File: config.mk
export PLATFORM = sky130hd
export DESIGN_NAME = channel_playback_command_decoder
export DESIGN_NICKNAME = d
export VERILOG_FILES = /design/src/core/playback_cmd_pkg.sv /design/src/core/channel_playback_command_decoder.sv /design/src/core/serial_byte_rx.sv
export SDC_FILE = /design/constraint.sdc
export NUM_CORES = 1
export LEC_CHECK = 0
export BUFFER_PORTS_ARGS = -buffer_cell sky130_fd_sc_hd__buf_2
export CAP_MARGIN = 0
export CORE_ASPECT_RATIO = 2
export CORE_UTILIZATION = 35
export DETAILED_ROUTE_END_ITERATION = 8
export HOLD_SLACK_MARGIN = 0.1
export PLACE_DENSITY = 0.62
export SLEW_MARGIN = 10
export SYNTH_ARGS = -nofsm -noshare
export SYNTH_HDL_FRONTEND = slang
export SYNTH_SLANG_ARGS = --single-unit
File: constraint.sdc
create_clock -name clk -period 6.9 [get_ports clk]
set_input_delay 0.345 -clock clk [delete_from_list [all_inputs] [get_ports clk]]
set_output_delay 0.345 -clock clk [all_outputs]
set_load 0.01 [all_outputs]
File: src/core/playback_cmd_pkg.sv
/*
  Constants and types shared by the playback command decoder and its serial
  byte receiver. Assumes a 40 MHz system clock and four playback channels.
*/
package playback_cmd_pkg;

  localparam int          NUM_CH              = 4;
  localparam int          CLK_PERIOD_NS       = 25;
  localparam int          SILENCE_UNIT_MS     = 4;
  localparam int          SILENCE_UNIT_CYC    = SILENCE_UNIT_MS * 1000000 / CLK_PERIOD_NS;

  // Command opcodes in the top nibble of the first byte
  localparam logic [3:0]  OP_SELECT           = 4'h3;
  localparam logic [3:0]  OP_LAUNCH           = 4'h4;
  localparam logic [3:0]  OP_START            = 4'h5;
  localparam logic [3:0]  OP_STOP             = 4'h6;
  localparam logic [3:0]  OP_SILENCE          = 4'h7;
  localparam logic [3:0]  OP_SET_REPEAT       = 4'h8;
  localparam logic [3:0]  OP_CLEAR_REPEAT     = 4'h9;
  localparam logic [3:0]  OP_VOLUME           = 4'ha;
  localparam logic [7:0]  POWER_DOWN_BYTE     = 8'h20;

  // Field positions
  localparam int          OP_LSB              = 4;
  localparam int          PHRASE_HI_LSB       = 2;
  localparam int          VOL_LOW_LSB         = 5;
  localparam logic [6:0]  VOL_INIT            = 7'h00;
  localparam logic [7:0]  SILENCE_MIN_LEN     = 8'h04;

  // Register map (byte addresses)
  localparam logic [7:0]  REG_STATUS          = 8'h00;
  localparam logic [7:0]  REG_CONTROL         = 8'h04;
  localparam logic [7:0]  REG_VOLUME          = 8'h08;
  localparam int          STATUS_BUSY_LSB     = 4;
  localparam int          STATUS_RPT_LSB      = 8;
  localparam int          CONTROL_HOLD_BIT    = 0;
  localparam logic [1:0]  RESP_OKAY           = 2'b00;
  localparam logic [1:0]  RESP_SLVERR         = 2'b10;

  typedef enum logic [1:0] {
    K_IDLE    = 2'b00,
    K_PHRASE  = 2'b01,
    K_SILENCE = 2'b10
  } chan_kind_t;

endpackage : playback_cmd_pkg

File: src/core/channel_playback_command_decoder.sv
/*
  Per-channel playback command decoder with an AXI4-Lite register slave.
  Assumes the audio datapath pulses phrase_end on this clock when a phrase ends.
*/
// Register access over AXI4-Lite and the register addresses were left to the implementer.
// Function
// - Launch: opcode 0100, phrase bits 9-8, channel number; byte two phrase bits 7-0.
// - Launch reaches phrases 0 to 1023 only; higher ones need extended launch.
// - Start, opcode 0101 with mask, plays each masked channel's selected phrase.
// - Masked commands with an all-zero mask are discarded without effect.
// - Stop, opcode 0110, halts masked channels; ready and busy_n go high.
// - Silence, opcode 0111 with mask and length byte, queues a silent gap.
// - Silence lasts (length plus one) times 4 ms; length must be at least 04h.
// - Silence segments never repeat; repeat applies to phrases only.
// - Set-repeat, opcode 1000, replays masked channel phrase until cleared or stopped.
// - Clear-repeat, opcode 1001, accepted anytime, cancels repeat; ready returns high.
// - Volume, opcode 1010, accepted anytime, sets seven-bit code on masked channels.
// - Volume byte two: bit 7 zero, bits 6-5 low code bits, bits 4-0 upper.
// - Volumes return to initial value on reset and accepted power-down.
// - Clear-repeat and volume commands ignore every channel ready state.
// - Phrase-select stores a phrase per channel; start later plays it.
// - Several mask bits on volume write the same code to each channel.
// - Low two volume bits at zero give a coarse 32-step scale.
`timescale 1ns/1ps
module channel_playback_command_decoder #(
  parameter logic [17:0] SILENCE_UNIT_CYCLES = 18'(playback_cmd_pkg::SILENCE_UNIT_CYC)
) (
  input  wire logic                    clk,
  input  wire logic                    rstn,
  input  wire logic                    cmd_sclk,
  input  wire logic                    cmd_cs_n,
  input  wire logic                    cmd_si,
  input  wire logic [3:0]              phrase_end,
  output logic      [3:0]              channel_cmd_ready,
  output logic      [3:0]              channel_busy_n,
  output logic      [3:0]              launch_phrase_cmd_start,
  output logic      [3:0]              launch_phrase_cmd_stop,
  output logic      [3:0][9:0]         launch_phrase_cmd_index,
  output logic      [3:0][6:0]         channel_volume,
  output logic                         power_down_req,
  input  wire logic                    s_axi_awvalid,
  output logic                         s_axi_awready,
  input  wire logic [7:0]              s_axi_awaddr,
  input  wire logic [2:0]              s_axi_awprot,
  input  wire logic                    s_axi_wvalid,
  output logic                         s_axi_wready,
  input  wire logic [31:0]             s_axi_wdata,
  input  wire logic [3:0]              s_axi_wstrb,
  output logic                         s_axi_bvalid,
  input  wire logic                    s_axi_bready,
  output logic      [1:0]              s_axi_bresp,
  input  wire logic                    s_axi_arvalid,
  output logic                         s_axi_arready,
  input  wire logic [7:0]              s_axi_araddr,
  input  wire logic [2:0]              s_axi_arprot,
  output logic                         s_axi_rvalid,
  input  wire logic                    s_axi_rready,
  output logic      [31:0]             s_axi_rdata,
  output logic      [1:0]              s_axi_rresp
);
  import playback_cmd_pkg::*;

  typedef struct packed {
    logic                   waiting;
    logic [7:0]             first;
    logic                   cmd_hold;
    chan_kind_t [3:0]       kind;
    logic [3:0]             pend;
    chan_kind_t [3:0]       pend_kind;
    logic [3:0][9:0]        pend_phrase;
    logic [3:0][7:0]        pend_len;
    logic [3:0][9:0]        sel_phrase;
    logic [3:0]             rpt;
    logic [3:0][8:0]        units;
    logic [3:0][17:0]       sub;
    logic [3:0][6:0]        volume;
    logic [3:0]             start_p;
    logic [3:0]             stop_p;
    logic [3:0][9:0]        index;
    logic                   pd_p;
    logic                   aw_got;
    logic                   w_got;
    logic [7:0]             awaddr;
    logic [31:0]            wdata;
    logic                   bvalid;
    logic [1:0]             bresp;
    logic                   rvalid;
    logic [31:0]            rdata;
    logic [1:0]             rresp;
  } state_t;

  state_t     st;
  state_t     next_st;
  logic       rx_valid;
  logic [7:0] rx_data;
  logic       rx_fstart;
  logic [3:0] acc_queue;
  logic [3:0] acc_stop;
  logic [3:0] acc_clr;
  logic [3:0] acc_vol;
  logic       zero_mask_cmd;
  logic [6:0] vol_code;
  logic [3:0] ready;

  function automatic logic [6:0] decode_volume(input logic [7:0] b);
    return {b[VOL_LOW_LSB-1:0], b[VOL_LOW_LSB+1:VOL_LOW_LSB]};
  endfunction : decode_volume

  function automatic logic is_two_byte(input logic [3:0] op);
    return (op == OP_LAUNCH) || (op == OP_SELECT) || (op == OP_SILENCE) || (op == OP_VOLUME);
  endfunction : is_two_byte

  serial_byte_rx u_rx (
    .clk         (clk),
    .rstn        (rstn),
    .sclk_pin    (cmd_sclk),
    .cs_n_pin    (cmd_cs_n),
    .si_pin      (cmd_si),
    .byte_valid  (rx_valid),
    .byte_data   (rx_data),
    .frame_start (rx_fstart)
  );

  // Ready low while queued or repeating
  always_comb begin
    for (int i = 0; i < NUM_CH; i++) begin
      ready[i] = ~st.pend[i] & ~(st.rpt[i] & (st.kind[i] != K_IDLE));
    end
  end

  always_comb begin
    logic       exec;
    logic [7:0] b1;
    logic [7:0] b2;
    logic [3:0] op;
    logic [3:0] mask;
    logic [1:0] ch;
    logic       wr_fire;
    logic [7:0] waddr;
    logic [31:0] wdat;
    exec          = 1'b0;
    b1            = 8'h00;
    b2            = 8'h00;
    wr_fire       = 1'b0;
    waddr         = 8'h00;
    wdat          = 32'h0000_0000;
    op            = 4'h0;
    mask          = 4'h0;
    ch            = 2'd0;
    next_st       = st;
    next_st.start_p = 4'h0;
    next_st.stop_p  = 4'h0;
    next_st.pd_p    = 1'b0;
    acc_queue     = 4'h0;
    acc_stop      = 4'h0;
    acc_clr       = 4'h0;
    acc_vol       = 4'h0;
    zero_mask_cmd = 1'b0;
    // Channel progress
    for (int i = 0; i < NUM_CH; i++) begin
      unique case (st.kind[i])
        K_IDLE: begin
          if (st.pend[i]) begin
            next_st.kind[i] = st.pend_kind[i];
            next_st.pend[i] = 1'b0;
            if (st.pend_kind[i] == K_PHRASE) begin
              next_st.start_p[i] = 1'b1;
              next_st.index[i]   = st.pend_phrase[i];
            end else begin
              next_st.units[i] = {1'b0, st.pend_len[i]} + 9'd1;
              next_st.sub[i]   = SILENCE_UNIT_CYCLES - 18'd1;
            end
          end
        end
        K_PHRASE: begin
          if (phrase_end[i]) begin
            if (st.rpt[i]) begin
              next_st.start_p[i] = 1'b1;
            end else begin
              next_st.kind[i] = K_IDLE;
            end
          end
        end
        K_SILENCE: begin
          if (st.sub[i] == 18'd0) begin
            if (st.units[i] == 9'd1) begin
              next_st.kind[i] = K_IDLE;
            end else begin
              next_st.units[i] = st.units[i] - 9'd1;
              next_st.sub[i]   = SILENCE_UNIT_CYCLES - 18'd1;
            end
          end else begin
            next_st.sub[i] = st.sub[i] - 18'd1;
          end
        end
        default: next_st.kind[i] = K_IDLE;
      endcase
    end
    // Byte assembly
    if (rx_fstart) begin
      next_st.waiting = 1'b0;
    end
    if (rx_valid && !st.cmd_hold) begin
      if (!st.waiting && !rx_fstart && is_two_byte(rx_data[7:OP_LSB])) begin
        next_st.waiting = 1'b1;
        next_st.first   = rx_data;
      end else if (!st.waiting || !rx_fstart) begin
        exec            = 1'b1;
        b1              = st.waiting ? st.first : rx_data;
        b2              = rx_data;
        next_st.waiting = 1'b0;
      end
    end
    op       = b1[7:OP_LSB];
    mask     = b1[3:0];
    ch       = b1[1:0];
    vol_code = decode_volume(b2);
    if (exec) begin
      if (b1 == POWER_DOWN_BYTE) begin
        if (&channel_busy_n) begin
          next_st.volume = {NUM_CH{VOL_INIT}};
          next_st.pd_p   = 1'b1;
        end
      end else if (op == OP_LAUNCH || op == OP_SELECT) begin
        if (ready[ch]) begin
          if (op == OP_LAUNCH) begin
            acc_queue[ch]           = 1'b1;
            next_st.pend[ch]        = 1'b1;
            next_st.pend_kind[ch]   = K_PHRASE;
            next_st.pend_phrase[ch] = {b1[PHRASE_HI_LSB+1:PHRASE_HI_LSB], b2};
          end else begin
            next_st.sel_phrase[ch] = {b1[PHRASE_HI_LSB+1:PHRASE_HI_LSB], b2};
          end
        end
      end else if (mask == 4'h0) begin
        zero_mask_cmd = (op >= OP_START) && (op <= OP_VOLUME);
      end else begin
        for (int i = 0; i < NUM_CH; i++) begin
          if (mask[i]) begin
            unique case (op)
              OP_START, OP_SILENCE: begin
                if (ready[i]) begin
                  acc_queue[i]           = 1'b1;
                  next_st.pend[i]        = 1'b1;
                  next_st.pend_kind[i]   = (op == OP_START) ? K_PHRASE : K_SILENCE;
                  next_st.pend_phrase[i] = st.sel_phrase[i];
                  next_st.pend_len[i]    = b2;
                end
              end
              OP_SET_REPEAT: begin
                if (ready[i]) begin
                  // Idle channel only arms repeat
                  acc_queue[i]   = (next_st.kind[i] != K_IDLE);
                  next_st.rpt[i] = 1'b1;
                end
              end
              OP_STOP: begin
                acc_stop[i]        = 1'b1;
                next_st.kind[i]    = K_IDLE;
                next_st.pend[i]    = 1'b0;
                next_st.rpt[i]     = 1'b0;
                next_st.start_p[i] = 1'b0;
                next_st.stop_p[i]  = 1'b1;
              end
              OP_CLEAR_REPEAT: begin
                acc_clr[i]     = 1'b1;
                next_st.rpt[i] = 1'b0;
              end
              OP_VOLUME: begin
                acc_vol[i]        = 1'b1;
                next_st.volume[i] = vol_code;
              end
              default: ;
            endcase
          end
        end
      end
    end
    // AXI4-Lite write channel
    if (s_axi_awvalid && s_axi_awready) begin
      next_st.aw_got = 1'b1;
      next_st.awaddr = s_axi_awaddr;
    end
    if (s_axi_wvalid && s_axi_wready) begin
      next_st.w_got = 1'b1;
      next_st.wdata = s_axi_wdata;
    end
    wr_fire = (st.aw_got || (s_axi_awvalid && s_axi_awready)) && (st.w_got || (s_axi_wvalid && s_axi_wready));
    waddr   = st.aw_got ? st.awaddr : s_axi_awaddr;
    wdat    = st.w_got ? st.wdata : s_axi_wdata;
    if (wr_fire) begin
      next_st.aw_got = 1'b0;
      next_st.w_got  = 1'b0;
      next_st.bvalid = 1'b1;
      next_st.bresp  = RESP_OKAY;
      if (waddr == REG_CONTROL) begin
        if (s_axi_wstrb[0]) begin
          next_st.cmd_hold = wdat[CONTROL_HOLD_BIT];
        end
      end else if (waddr != REG_STATUS && waddr != REG_VOLUME) begin
        next_st.bresp = RESP_SLVERR;
      end
    end else if (st.bvalid && s_axi_bready) begin
      next_st.bvalid = 1'b0;
    end
    // AXI4-Lite read channel
    if (s_axi_arvalid && s_axi_arready) begin
      next_st.rvalid = 1'b1;
      next_st.rresp  = RESP_OKAY;
      next_st.rdata  = 32'h0000_0000;
      unique case (s_axi_araddr)
        REG_STATUS: begin
          next_st.rdata[3:0]                             = ready;
          next_st.rdata[STATUS_BUSY_LSB+3:STATUS_BUSY_LSB] = channel_busy_n;
          next_st.rdata[STATUS_RPT_LSB+3:STATUS_RPT_LSB]   = st.rpt;
        end
        REG_CONTROL: next_st.rdata[CONTROL_HOLD_BIT] = st.cmd_hold;
        REG_VOLUME: begin
          for (int i = 0; i < NUM_CH; i++) begin
            next_st.rdata[8*i +: 8] = {1'b0, st.volume[i]};
          end
        end
        default: next_st.rresp = RESP_SLVERR;
      endcase
    end else if (st.rvalid && s_axi_rready) begin
      next_st.rvalid = 1'b0;
    end
  end

  always_ff @(posedge clk or negedge rstn) begin
    if (!rstn) begin
      st <= '0;
    end else begin
      st <= next_st;
    end
  end

  always_comb begin
    for (int i = 0; i < NUM_CH; i++) begin
      channel_busy_n[i] = (st.kind[i] == K_IDLE) & ~st.pend[i];
    end
  end

  assign channel_cmd_ready = ready;
  assign launch_phrase_cmd_start        = st.start_p;
  assign launch_phrase_cmd_stop         = st.stop_p;
  assign launch_phrase_cmd_index        = st.index;
  assign channel_volume    = st.volume;
  assign power_down_req    = st.pd_p;
  assign s_axi_awready     = ~st.aw_got & ~st.bvalid;
  assign s_axi_wready      = ~st.w_got & ~st.bvalid;
  assign s_axi_bvalid      = st.bvalid;
  assign s_axi_bresp       = st.bresp;
  assign s_axi_arready     = ~st.rvalid;
  assign s_axi_rvalid      = st.rvalid;
  assign s_axi_rdata       = st.rdata;
  assign s_axi_rresp       = st.rresp;

  for (genvar g = 0; g < NUM_CH; g++) begin : g_chk

  end
endmodule : channel_playback_command_decoder

File: src/core/serial_byte_rx.sv
/*
  Serial command byte receiver: samples clock, select and data pins with the
  system clock, shifts data MSB first on rising serial clock edges.
  Assumes the serial clock is slower than a quarter of the system clock.
*/
`timescale 1ns/1ps
module serial_byte_rx (
  input  wire logic       clk,
  input  wire logic       rstn,
  input  wire logic       sclk_pin,
  input  wire logic       cs_n_pin,
  input  wire logic       si_pin,
  output logic            byte_valid,
  output logic [7:0]      byte_data,
  output logic            frame_start
);
  import playback_cmd_pkg::*;

  typedef struct packed {
    logic [2:0] s1;
    logic [2:0] s2;
    logic       sclk_d;
    logic       cs_d;
    logic [2:0] cnt;
    logic [7:0] sh;
    logic       valid;
    logic [7:0] data;
    logic       fstart;
  } rx_state_t;

  rx_state_t st;
  rx_state_t next_st;

  always_comb begin
    next_st        = st;
    next_st.s1     = {sclk_pin, cs_n_pin, si_pin};
    next_st.s2     = st.s1;
    next_st.sclk_d = st.s2[2];
    next_st.cs_d   = st.s2[1];
    next_st.valid  = 1'b0;
    next_st.fstart = st.cs_d & ~st.s2[1];
    if (st.s2[1]) begin
      next_st.cnt = 3'd0;
    end else if (st.s2[2] & ~st.sclk_d) begin
      next_st.sh  = {st.sh[6:0], st.s2[0]};
      next_st.cnt = st.cnt + 3'd1;
      if (st.cnt == 3'd7) begin
        next_st.valid = 1'b1;
        next_st.data  = {st.sh[6:0], st.s2[0]};
      end
    end
  end

  always_ff @(posedge clk or negedge rstn) begin
    if (!rstn) begin
      st <= '0;
    end else begin
      st <= next_st;
    end
  end

  assign byte_valid  = st.valid;
  assign byte_data   = st.data;
  assign frame_start = st.fstart;

endmodule : serial_byte_rx

==> qor.csv <==
metric,value,unit
Clock Pin Slew Worst Setup and Hold Paths,0.07,ns
Pre-Repair DR Iteration Count,5,
Setup crit end kind,flip-flop,
most frequent cells in the layout,"dfrtp_1 (403), mux2_2 (164), buf_2 (151)",
final cycle utilization of the critical path,57.8,%
fillcell total,5561,
"Gates resized, CTS repair",0,
Post-Syn Area,0.0203,mm2
critical hold path startpoint,phrase_end[3],
arrival time worst endpoint,4.36,ns
r2r setup slk,2.91,ns
remaining routing DRC violations,0,
setup TNS,0,ns
area delta synth->final,10.4,%
CP required,7.28,ns
htree depth,2,
core area,0.0572,mm2
RSZ-0062 raised after global routing,false,
Synthesis Warnings,0,
Initial DRC Count,922,
Max rail drop VDD,0.000192,V
CP Capture Point,st[389]$_DFF_PN0_,
number of buffers created by CTS,39,
RR Endpoint,st[389]$_DFF_PN0_,
final worst slack,2.91,ns
port bufs,152,
clock buffer depth,3,
"Primary FF master, synth",dfrtp_1,
"Power, Total",4.86,mW
root buffer cell,clkbuf_16,
"EDFF count, synth",0,
Post-CTS Hold Fix Bufs,18,
"commonest non-fill, non-tap cell in the layout",dfrtp_1,
Slowest cell on crit path,a21oi_1,
Worst Setup Start Kind,flip-flop,
leak pwr,10.6,nW
fraction of registers with async set/reset,100,%
Hold Crit Class,input pin to flip-flop,
"critical path fanouts, max",16,
number of global-route vias before repair,15631,
Setup WS pre-CTS,2.95,ns
Post-CTS Setup Bufs,0,
worst reg2reg path startpoint,u_rx.byte_data[5]$_DFFE_PN0P_,
Crit Path Category,flip-flop to flip-flop,
share of cells above drive strength 1,22.1,%
Max-Cap Viols,0,
clock latency on the worst-skew pair,0.57,ns
vias per cell,5.50,
Tightest Pin Transition,1.08,ns
Ant. Diodes,0,
I/O pin total,198,
Hold WS,0.133,ns
GRT Total Usage,20.0,%
Total Wirelength,57500,um
Post-Synthesis Mean Instance Area,10.6,um2
Critical path origin,u_rx.byte_data[5]$_DFFE_PN0P_,
row cnt,124,
crit path cell chain,or3b_2 -> a2111oi_4 -> a211oi_1 -> and4_1 -> a21oi_1 -> o21ai_0,
Detail Route Antenna Nets,0,
Max transition margin,28.2,%
initial antenna violation count,1,
DIE WIDTH,172,um
total power divided by cell area,217,mW/mm2
sequential share of the synthesized area,49.7,%
Die H,342,um
routed len/inst,21.1,um
number of synthesized register bits,403,
Fmax achieved,251,MHz
fin crit period,3.99,ns
Inst Count DP,2641,
largest net degree at the start of global routing,171,
CTS tree,done,
global-route wire length before repair,90400,um
hpwl dp,41900,um
fin nets,2034,
DIE AREA,0.0590,mm2
"Largest stage delay, worst path",0.84,ns
Via Count,14987,
Yosys cell types,89,
Syn Inst Count,1914,
clock skew after layout,0.0274,ns
Final Hold Viols,0,
TritonCTS Sinks,403,
GRT Residual Overflow,0,
status,completed,
Placer Congestion,0.946,
Final Setup Violations,0,
fin cells,2726,
Starting Density,35.4,%
"Slew Viols, Final",0,
R2R depth,6,
[critical path, delay by kind of cell, from the launching register on]
family / cells / cell delay [ns]
compound gates: 4 / 2.14
simple gates: 2 / 1.07
flops: 1 / 0.59
[worst min path at each step]
stage                                       to  cells after the start  slack (ns)
global route                 st[399]$_DFF_PN0_                      3        0.14
detailed placement  u_rx.next_st[22]$_DFF_PN0_                      0        0.34
CTS                          st[399]$_DFF_PN0_                      3        0.11
global placement    u_rx.next_st[22]$_DFF_PN0_                      0        0.34
floorplan           asynchronous set/reset pin                      0        0.05
finish                       st[399]$_DFF_PN0_                      3        0.13
[metal layers]
| metal | vias to the layer above | share of wire [%] | track usage, % | routed length [um] |
|---|---|---|---|---|
| met5 | - | 0.019 | 0 | 11 |
| met4 | 2 | 5.2 | 10.4 | 2960 |
| met3 | 136 | 3.6 | 2.60 | 2090 |
| met2 | 388 | 54 | 37.0 | 31100 |
| met1 | 7562 | 37 | 21.8 | 21300 |
| li1 | 6899 | - | - | - |
[flip-flops by register name, summed over array words and instances, names as in the netlist, 4 cells and up, named ones only]
name,flops
u_rx.next_st,5
launch_phrase_cmd_start,4
s_axi_rdata,29
channel_volume,28
st,225
u_rx.byte_data,8
launch_phrase_cmd_index,40
launch_phrase_cmd_stop,4
u_rx.st,13
[cell type report]
class / instances / area (um2) / area share (%)
Clock buffer: 50 / 1080 / 4.81
Clock inverter: 17 / 169 / 0.754
Inverter: 35 / 131 / 0.586
Multi-Input combinational cell: 1279 / 8900 / 39.7
Sequential cell: 403 / 10100 / 45.0
Tap cell: 756 / 946 / 4.22
Timing Repair Buffer: 186 / 1100 / 4.89
[logic make-up after synthesis]
kind of cell,Yosys count,share of synthesized area [%]
other,1,0.0185
buffers and inverters,236,6.57
multiplexers,177,9.74
flip-flops,403,49.7
AO/OA/AOI/OAI,430,15.0
adder cells (fa/ha/maj),18,1.11
XOR/XNOR,65,2.81
AND/OR/NAND/NOR,584,15.1
[where the power goes]
group / switching, mW / internal (mW)
registers: 0.0589 / 2.42
logic: 0.132 / 0.0975
clock network: 0.957 / 1.19
total: 1.15 / 3.71
[cells in the mapped netlist, types with 6 or more instances]
cell type,number,share of area [%]
dfrtp_1,403,50
mux2_2,164,9.1
nand2_1,133,2.5
nor2_1,126,2.3
buf_4,112,4.1
a21oi_1,90,2.2
clkbuf_1,68,1.3
o21ai_0,68,1.7
a22o_1,61,2.6
nand3_1,49,1.2
nor3_1,44,1.1
xor2_1,41,1.8
inv_1,34,0.63
o2bb2ai_1,32,1.4
or3_1,26,0.80
nand2b_1,25,0.77
nor4_1,24,0.74
xnor2_1,24,1.0
nor2b_1,19,0.59
and3_1,18,0.56
ha_1,18,1.1
nand4_1,18,0.56
o211ai_1,17,0.63
and2_1,16,0.49
buf_2,16,0.39
a211oi_1,15,0.56
a31oi_1,15,0.46
o22ai_1,15,0.46
or4_1,15,0.56
a22oi_1,14,0.52
o31ai_1,14,0.52
mux2i_1,13,0.64
or2_2,13,0.40
a21o_1,11,0.41
a32oi_1,9,0.39
nand3b_1,9,0.33
o21a_1,7,0.26
o22a_1,7,0.30
nand4b_1,6,0.26
[metrics by stage]
| step | utilization, % | cell area [um2] |
|---|---|---|
| floorplan | - | 20300 |
| global placement | 36.6 | 21000 |
| detailed placement | 36.6 | 21000 |
| CTS | 39.1 | 22400 |
| global route | 39.1 | 22400 |
| finish | 39.1 | 22400 |
(Power assumes the default switching activity.)
